**src/ivwm_pkg.sv**
```systemverilog
/*
 * Constants and types for the interrupt vector map and wakeup logic.
 * Assumes one system clock and active-low asynchronous reset.
 */
// Behaviour
// - each line takes one of three software levels; higher level preempts.
// - thirty-two vectors; lowest line number wins ties at equal level.
// - line zero is top-level irq at 0x008008, never wakes the core.
// - top-level irq is general timer A OR basic timer overflow.
// - event_wait while in low-power run enters low-power wait.
// - in event_wait, a wakeable line is served only if enabled.
// - after serving it in event_wait the core returns to event_wait.
// - a source set as wakeup event wakes event_wait without vectoring.
// - supply monitor ORs with port E/F on line five, 0x00801C, all modes.
// - port_pair_select picks port E or port F for line five.
// - I2C wakes halt modes only on own-address match.
// - line four merges clock alarm and crystal failure, 0x008018, all modes.
// - line six at 0x008020, lines 8..15 up to 0x008044, wake all modes.
// - line seventeen merges four sources, 0x00804C, wakes waits not halts.
// - line eighteen merges comparators and sampler, 0x008050, wakes halts.
`default_nettype none
package ivwm_pkg;
    localparam int NLINES = 32;
    localparam logic [23:0] VEC_BASE = 24'h008000;
    localparam logic [23:0] VEC_STEP = 24'h000004;
    localparam logic [23:0] VEC_SKIP = 24'h000002;
    localparam logic [1:0] LVL_LOW = 2'h1;
    localparam logic [1:0] LVL_IDLE = 2'h0;
    // wake masks per mode, bit n = line n
    localparam logic [31:0] WAKE_HALT = 32'h2404_fff0;
    localparam logic [31:0] WAKE_IRQW = 32'h3e7f_fffe;
    localparam logic [31:0] WAKE_EVW = 32'h3fff_fffe;
    localparam int L_TOP = 0;
    localparam int L_CLKALM = 4;
    localparam int L_SUPPLY = 5;
    localparam int L_CLKSYS = 17;
    localparam int L_ANALOG = 18;
    localparam int L_I2C = 29;

    typedef enum logic [2:0] {
        ST_RUN, ST_HALT, ST_AHALT, ST_IRQW, ST_EVW, ST_EVW_SERVE
    } ivwm_state_type;

    typedef struct packed {
        logic gen_timer_a_ovf;
        logic basic_timer_ovf;
        logic rtc_alarm;
        logic low_speed_crystal_fail;
        logic supply_monitor;
        logic port_e;
        logic port_f;
        logic clk_switch;
        logic clock_failure_detector;
        logic advanced_timer_break;
        logic converter;
        logic comparator_one;
        logic comparator_two;
        logic analog_sampler;
        logic i2c;
        logic i2c_addr_match;
    } ivwm_merged_type;
endpackage
`default_nettype wire

```
**src/ivwm_top.sv**
```systemverilog
/*
 * Maps peripheral requests onto 32 lines, arbitrates by software level and
 * line number, issues vectors and handles low-power wakeup.
 * Assumes the core pulses the mode-entry and return inputs synchronously.
 */
`default_nettype none
module ivwm_top
    import ivwm_pkg::*;
(
    input wire logic I_MCLK,
    input wire logic I_RST_B,
    input wire ivwm_merged_type I_MERGED,
    input wire logic [31:0] I_LINE_REQ,
    input wire logic [31:0] I_LINE_EN,
    input wire logic [63:0] I_LINE_LVL,
    input wire logic [31:0] I_WAKE_EVENT_SEL,
    input wire logic I_PORT_PAIR_SELECT,
    input wire logic I_LOW_POWER_RUN,
    input wire logic I_ENTER_HALT,
    input wire logic I_ENTER_ACTIVE_HALT,
    input wire logic I_ENTER_IRQ_WAIT,
    input wire logic I_ENTER_EVENT_WAIT,
    input wire logic I_ACK,
    input wire logic I_IRET,
    output logic O_IRQ,
    output logic [4:0] O_IRQ_NUM,
    output logic [23:0] O_VECTOR,
    output logic O_CORE_STOPPED,
    output logic O_LOW_POWER_WAIT,
    output logic O_WAKE_RESUME
);
    // ---------------------------------------------------------------
    // helpers
    // ---------------------------------------------------------------
    function automatic logic [23:0] vec_of(input logic [4:0] n);
        vec_of = VEC_BASE + VEC_STEP * ({19'h0, n} + VEC_SKIP);
    endfunction

    function automatic logic [1:0] lvl_of(input logic [4:0] n);
        lvl_of = I_LINE_LVL[{n, 1'b0} +: 2];
    endfunction

    // ---------------------------------------------------------------
    // request merging
    // ---------------------------------------------------------------
    logic [31:0] req;
    always_comb begin
        req = I_LINE_REQ;
        req[L_TOP] = I_MERGED.gen_timer_a_ovf | I_MERGED.basic_timer_ovf;
        req[L_CLKALM] = I_MERGED.rtc_alarm
            | I_MERGED.low_speed_crystal_fail;
        req[L_SUPPLY] = I_MERGED.supply_monitor
            | (I_PORT_PAIR_SELECT ? I_MERGED.port_f : I_MERGED.port_e);
        req[L_CLKSYS] = I_MERGED.clk_switch | I_MERGED.clock_failure_detector
            | I_MERGED.advanced_timer_break | I_MERGED.converter;
        req[L_ANALOG] = I_MERGED.comparator_one | I_MERGED.comparator_two
            | I_MERGED.analog_sampler;
        req[L_I2C] = I_LINE_REQ[L_I2C] | I_MERGED.i2c;
    end

    // ---------------------------------------------------------------
    // arbitration
    // ---------------------------------------------------------------
    ivwm_state_type state_reg;
    logic [1:0] cur_lvl_reg;
    logic [1:0] saved_lvl_reg;
    logic [31:0] pend;
    logic found;
    logic [4:0] win;
    logic [1:0] win_lvl;
    logic [31:0] wake_mask;
    logic wake_int;
    logic wake_evt;
    logic [5:0] stack_reg;
    logic evw_go;

    assign pend = req & I_LINE_EN & ~I_WAKE_EVENT_SEL;
    always_comb begin
        found = 1'b0;
        win = 5'h0;
        win_lvl = LVL_IDLE;
        // lowest number wins only when strictly higher level not found
        for (int i = 0; i < NLINES; i++) begin
            if (pend[i] && (lvl_of(5'(i)) > win_lvl || !found)
                && lvl_of(5'(i)) != LVL_IDLE) begin
                if (!found || lvl_of(5'(i)) > win_lvl) begin
                    found = 1'b1;
                    win = 5'(i);
                    win_lvl = lvl_of(5'(i));
                end
            end
        end
    end

    always_comb begin
        unique case (state_reg)
            ST_HALT, ST_AHALT: wake_mask = WAKE_HALT;
            ST_IRQW: wake_mask = WAKE_IRQW;
            ST_EVW: wake_mask = WAKE_EVW;
            default: wake_mask = 32'h0;
        endcase
        // line zero sits in no mask, so the top level never wakes
        // i2c may only wake a halt mode on an own-address match
        if ((state_reg == ST_HALT || state_reg == ST_AHALT)
            && !I_MERGED.i2c_addr_match)
            wake_mask[L_I2C] = 1'b0;
    end
    assign wake_int = |(pend & wake_mask);
    assign wake_evt = (state_reg == ST_EVW)
        && |(req & I_WAKE_EVENT_SEL & WAKE_EVW);

    // ---------------------------------------------------------------
    // power state
    // ---------------------------------------------------------------
    always_ff @(posedge I_MCLK or negedge I_RST_B) begin
        if (!I_RST_B) begin
            state_reg <= ST_RUN;
        end else begin
            unique case (state_reg)
                ST_RUN: begin
                    if (I_ENTER_HALT)
                        state_reg <= ST_HALT;
                    else if (I_ENTER_ACTIVE_HALT)
                        state_reg <= ST_AHALT;
                    else if (I_ENTER_IRQ_WAIT)
                        state_reg <= ST_IRQW;
                    else if (I_ENTER_EVENT_WAIT)
                        state_reg <= ST_EVW;
                end
                ST_HALT, ST_AHALT, ST_IRQW: begin
                    if (wake_int)
                        state_reg <= ST_RUN;
                end
                ST_EVW: begin
                    if (wake_evt)
                        state_reg <= ST_RUN;
                    else if (wake_int)
                        state_reg <= ST_EVW_SERVE;
                end
                ST_EVW_SERVE: begin
                    // back to sleep once the stack pops to the entry level
                    if (I_IRET && stack_reg[1:0] == saved_lvl_reg)
                        state_reg <= ST_EVW;
                end
            endcase
        end
    end

    // ---------------------------------------------------------------
    // nesting: one level per preemption, a small stack of depth 3
    // ---------------------------------------------------------------
    // stack depth covers the three software levels above idle
    always_ff @(posedge I_MCLK or negedge I_RST_B) begin
        if (!I_RST_B) begin
            cur_lvl_reg <= LVL_IDLE;
            stack_reg <= 6'h0;
        end else begin
            if (I_ACK && O_IRQ) begin
                stack_reg <= {stack_reg[3:0], cur_lvl_reg};
                cur_lvl_reg <= win_lvl;
            end else if (I_IRET) begin
                cur_lvl_reg <= stack_reg[1:0];
                stack_reg <= {2'h0, stack_reg[5:2]};
            end
        end
    end

    // ---------------------------------------------------------------
    // event-wait entry level
    // ---------------------------------------------------------------
    // captured while asleep so a nested handler cannot end the service
    always_ff @(posedge I_MCLK or negedge I_RST_B) begin
        if (!I_RST_B) begin
            saved_lvl_reg <= LVL_IDLE;
        end else if (state_reg == ST_EVW) begin
            saved_lvl_reg <= cur_lvl_reg;
        end
    end

    // ---------------------------------------------------------------
    // outputs
    // ---------------------------------------------------------------
    logic sleeping;
    assign sleeping = state_reg == ST_HALT || state_reg == ST_AHALT
        || state_reg == ST_IRQW || state_reg == ST_EVW;

    // a higher-priority entry pulse in the same cycle wins over event wait
    assign evw_go = state_reg == ST_RUN && I_ENTER_EVENT_WAIT
        && !I_ENTER_HALT && !I_ENTER_ACTIVE_HALT && !I_ENTER_IRQ_WAIT;

    always_ff @(posedge I_MCLK or negedge I_RST_B) begin
        if (!I_RST_B) begin
            O_IRQ <= 1'b0;
            O_IRQ_NUM <= 5'h0;
            O_VECTOR <= VEC_BASE;
        end else begin
            // only a strictly higher level preempts a running handler
            O_IRQ <= found && win_lvl > cur_lvl_reg && !sleeping
                && !(I_ACK && O_IRQ);
            O_IRQ_NUM <= win;
            O_VECTOR <= vec_of(win);
        end
    end

    always_ff @(posedge I_MCLK or negedge I_RST_B) begin
        if (!I_RST_B) begin
            O_CORE_STOPPED <= 1'b0;
            O_LOW_POWER_WAIT <= 1'b0;
            O_WAKE_RESUME <= 1'b0;
        end else begin
            O_CORE_STOPPED <= sleeping;
            if (evw_go)
                O_LOW_POWER_WAIT <= I_LOW_POWER_RUN;
            else if (state_reg == ST_RUN)
                O_LOW_POWER_WAIT <= 1'b0;
            // one-cycle pulse: the state has left event wait by the next edge
            O_WAKE_RESUME <= state_reg == ST_EVW && wake_evt;
        end
    end
endmodule
`default_nettype wire

```
**config.mk**
```make
export PLATFORM = sky130hd
export DESIGN_NAME = ivwm_top
export DESIGN_NICKNAME = d
export VERILOG_FILES = /design/src/ivwm_pkg.sv /design/src/ivwm_top.sv
export SDC_FILE = /design/constraint.sdc
export NUM_CORES = 1
export LEC_CHECK = 0
export BUFFER_PORTS_ARGS = -buffer_cell sky130_fd_sc_hd__buf_4
export CORE_ASPECT_RATIO = 0.9
export CORE_MARGIN = 8
export CORE_UTILIZATION = 55
export CTS_BUF_LIST = sky130_fd_sc_hd__clkbuf_16
export DETAILED_ROUTE_END_ITERATION = 16
export PLACE_DENSITY_LB_ADDON = 0.3
export SLEW_MARGIN = 40
export SYNTH_ARGS = -nofsm -noshare
export SYNTH_HDL_FRONTEND = slang
export SYNTH_SLANG_ARGS = --single-unit
```
**constraint.sdc**
```tcl
create_clock -name I_MCLK -period 4.2 [get_ports I_MCLK]
set_input_delay 1.26 -clock I_MCLK [delete_from_list [all_inputs] [get_ports I_MCLK]]
set_output_delay 1.26 -clock I_MCLK [all_outputs]
set_load 0.01 [all_outputs]
```
==> results of run 1 <==
## per-stage QoR
stage / cell area (µm²) / TNS (ns) / std cells / setup WS, ns
after floorplan: 6060 / -379.38 / 834 / -29.58
after global placement: 10000 / -381.35 / 1469 / -29.65
## cells in the mapped netlist (6+ instances only)
cell and instances:
and3b_1 8, o22ai_1 9, nand2_1 109, a22oi_1 13, a31oi_1 8, buf_4 19
and3_1 8, o31ai_1 9, nand2b_1 9, a211oi_1 11, and2_1 14, inv_1 55
a21o_1 9, a21oi_1 37, nand3b_1 12, nand3_1 22, nor4_1 9, nand4_1 13
o21ai_0 57, mux2i_1 10, nor3_1 22, o211ai_1 9, o21bai_1 6, nor2b_1 11
ha_1 36, nor2_1 120, o32ai_1 8, dfrtp_1 27, maj3_1 9, clkbuf_1 7
## kinds of logic after synthesis
logic type               synth area share [%]
flip-flops                               12.1
multiplexers                             2.39
other                                   0.134
buffers and inverters                    7.19
XOR/XNOR                                0.781
AO/OA/AOI/OAI                            31.7
AND/OR/NAND/NOR                          35.9
adder cells (fa/ha/maj)                  9.84
==> metrics.yaml, run 1 <==
outcome:
  status: "stopped before the end"
  haltStage: "3_5_place_dp"
  error: "Error: detail_place.tcl, 38 bad optional access"
yosys:
  ys.flop_type: "dfrtp_1"
  synth.largest_area_cell: "dfrtp_1"
  synth_edf_count: 0
  syn_area_um2: 5610
  syn_avg_cell_area_um2: 6.85
  synth-seq-area-share_pct: 12.1
  synth.distinct_cells: 98
  synthTopCellsByArea: "dfrtp_1, ha_1, nor2_1"
  ys_async_sr_fraction_pct: 100
  synth_top_area_share_pct: 12.1
  yosys_warnings: 0
  ys_ff_latch: 27
  synthCells: 818
placed_design:
  numPortBuffers: 195
  gp_congestion: 1.02
floorplanning:
  io_pins: 219
  die_h_um: 112
  die_width_um: 122
  initial_core_util_pct: 55.7
  row_count: 35
==> run 2: changes to the inputs <==
Settings changed: CORE_ASPECT_RATIO 0.9 to unset, CORE_UTILIZATION 55 to 40, CTS_BUF_LIST sky130_fd_sc_hd__clkbuf_16 to unset, PLACE_DENSITY_LB_ADDON 0.3 to 0.15.
==> run 2 against run 1 <==
The flow now finishes, with violations (setup timing). Synthesized cell count unchanged. Area after synthesis unchanged.
==> metrics.yaml, run 2 <==
outcome:
  status: "finished, violations left"
  violations: "setup timing"
placed_design:
  dp_slack_ns: -30.88
  placed_area_um2: 10300
  gp_congestion: 0.995
  numPortBuffers: 195
  dpl.hpwl_mm: 21.9
sta:
  worst_pin_slew_ns: 0.653
  period_minus_slack_ns: 35.17
  hold_viol: 0
  rsz0062_at_grt: "true"
  fin_crit_sh_pct: 837
  tns_ns: -399.33
  setup_slack_ns: -30.97
  fin_skew_ns: 0.00255
  slew_headroom_pct: 56.0
  final_max_slew_viol_count: 0
  max_freq_mhz: 28.4
  final-setup-viol-count: 13
final_layout:
  nets: 1692
  seqCellArea_um2: 676
  num-fill-cells: 780
  final_util_pct: 85.5
  multi_input_area_um2: 5600
  fin_area_um2: 11800
  drive_gt1_share_pct: 59.0
  layout_common_cells: "buf_4, nand2_1, nor2_1"
  final_common_cell: "buf_4"
  syn2layout_area_growth_pct: 110
  largest_reg_flops: 6
  diodes: 0
cts:
  h-tree-depth: 1
  clkLatencyLatePin_ns: 0.26
  postCtsHoldBufs: 0
  numCtsBuffers: 3
  clk_path_buf_depth: 2
  cts_tree: "yes"
  clk_pin_slew_worst_paths_ns: 0.07
  cts_num_sinks: 27
  root_buffer: "clkbuf_16"
global_routing:
  grt.total_usage_pct: 29.7
  grt_first_pass_wirelength_mm: 44.2
  grt-ovfl-total: 0
  antenna_found_initial: 2
  grt_max_degree: 28
  first_global_vias: 9053
setup_path:
  crit_fanout: 4
  critPathLaunchType: "primary input"
  crit_required_ns: 4.39
  max_stage_delay_ns: 0.41
  crit_arrival_ns: 35.36
  crit_type: "in2reg"
  critPathCaptureType: "flip-flop"
  crit_top_cell: "buf_4"
  critPathSlowestCell: "or3b_4"
detailed_routing:
  drtAntennaViolNets: 0
  dr.pass1.iters: 6
  finalWirelength_mm: 31.9
  drc: 0
  via_per_inst: 5.72
  wire_per_inst_um: 19.3
  vias: 9426
  initialDrtViolationCount: 942
yosys:
  synth-seq-area-share_pct: 12.1
  synthCells: 818
  synth.distinct_cells: 98
  ys_ff_latch: 27
  synth_edf_count: 0
  syn_avg_cell_area_um2: 6.85
  synth.most_common_cell: "nor2_1"
  syn_area_um2: 5610
  synth_top_area_share_pct: 12.1
  ys_async_sr_fraction_pct: 100
  synthTopCellsByArea: "dfrtp_1, ha_1, nor2_1"
  yosys_warnings: 0
  synth_common_cells: "nor2_1, nand2_1, o21ai_0"
  synth.largest_area_cell: "dfrtp_1"
  ys.flop_type: "dfrtp_1"
pwr:
  power_density_nw_per_um2: 303
  p_leak_nw: 5.91
  irDropWorstVdd_mv: 0.290
job:
  cap_violations: 0
worst_hold_path:
  hp-class: "reg2reg"
floorplanning:
  die_width_um: 134
  fp.coreArea_um2: 13800
  die_h_um: 134
  io_pins: 219
  die_area_um2: 18100
  row_count: 43
  initial_core_util_pct: 40.7
run 2: cell counts after synthesis:
No cell type changed its count.
run 2: cells by family after synthesis:
group / after synthesis / synth area share (%)
buffers and inverters: 86 / 7.19
adder cells (fa/ha/maj): 46 / 9.84
AO/OA/AOI/OAI: 242 / 31.7
other: 2 / 0.134
XOR/XNOR: 5 / 0.781
flip-flops: 27 / 12.1
AND/OR/NAND/NOR: 397 / 35.9
multiplexers: 13 / 2.39
run 2: what timing repair did:
| action | in CTS | in global routing |
|---|---|---|
| hold endpoints to repair | 0 | 0 |
| pin swaps | 148 | 52 |
| gates resized for setup | 63 | 77 |
| setup buffers | 75 | 27 |
| endpoints found under the setup margin | 13 | 13 |
run 2: worst paths after layout:
path                       slack, ns                 from          endpoint  cells after the start
hold reg to reg                 0.48     O_LOW_POWER_WAIT  O_LOW_POWER_WAIT                      2
max in group asynchronous       3.03              I_RST_B       O_VECTOR[3]                      1
hold / removal                  0.48     O_LOW_POWER_WAIT  O_LOW_POWER_WAIT                      2
setup / recovery              -30.97  I_WAKE_EVENT_SEL[0]             O_IRQ                    212
setup reg to reg                1.54         state_reg[0]      state_reg[2]                      9
min in group asynchronous       0.90              I_RST_B  O_LOW_POWER_WAIT                      1
run 2: critical path: cells and delay by family:
kind | cells | cell delay (ns)
multiplexers | 3 | 0.87
AND/OR/NAND/NOR | 69 | 8.30
AO/OA/AOI/OAI | 72 | 11.29
buffers and inverters | 32 | 3.84
adder cells (fa/ha/maj) | 36 | 9.72
run 2: where the power goes:
group	internal (mW)	switching, mW	leakage, nW
clock	0.130	0.0933	0.0371
sequential	0.355	0.0824	0.348
combinational	1.56	1.36	5.53
run 2: final cells by class:
type	count	share of cell area (%)
Multi-Input combinational cell	721	47.6
Timing Repair Buffer	659	42.2
Sequential cell	27	5.74
Tap cell	180	1.91
Inverter	58	1.85
Clock buffer	3	0.637
Clock inverter	1	0.0637
run 2: through the flow:
stage	hold slack (ns)	std cells	power (mW)
finish	0.484	1649	3.57
global route	0.523	1649	3.75
CTS	0.487	1622	3.14
detailed placement	0.471	1543	2.57
global placement	0.469	1543	2.52
floorplan	0.460	834	1.59
run 2: per-layer routing:
| metal | vias up | track usage [%] | part of all wire [%] |
|---|---|---|---|
| li1 | 4284 | - | - |
| met5 | - | 0 | 0.15 |
| met3 | 172 | 5.20 | 7.5 |
| met2 | 572 | 54.5 | 49 |
| met4 | 4 | 9.92 | 5.5 |
| met1 | 4394 | 33.7 | 38 |
Note: power is estimated with default switching activity, not from simulation.
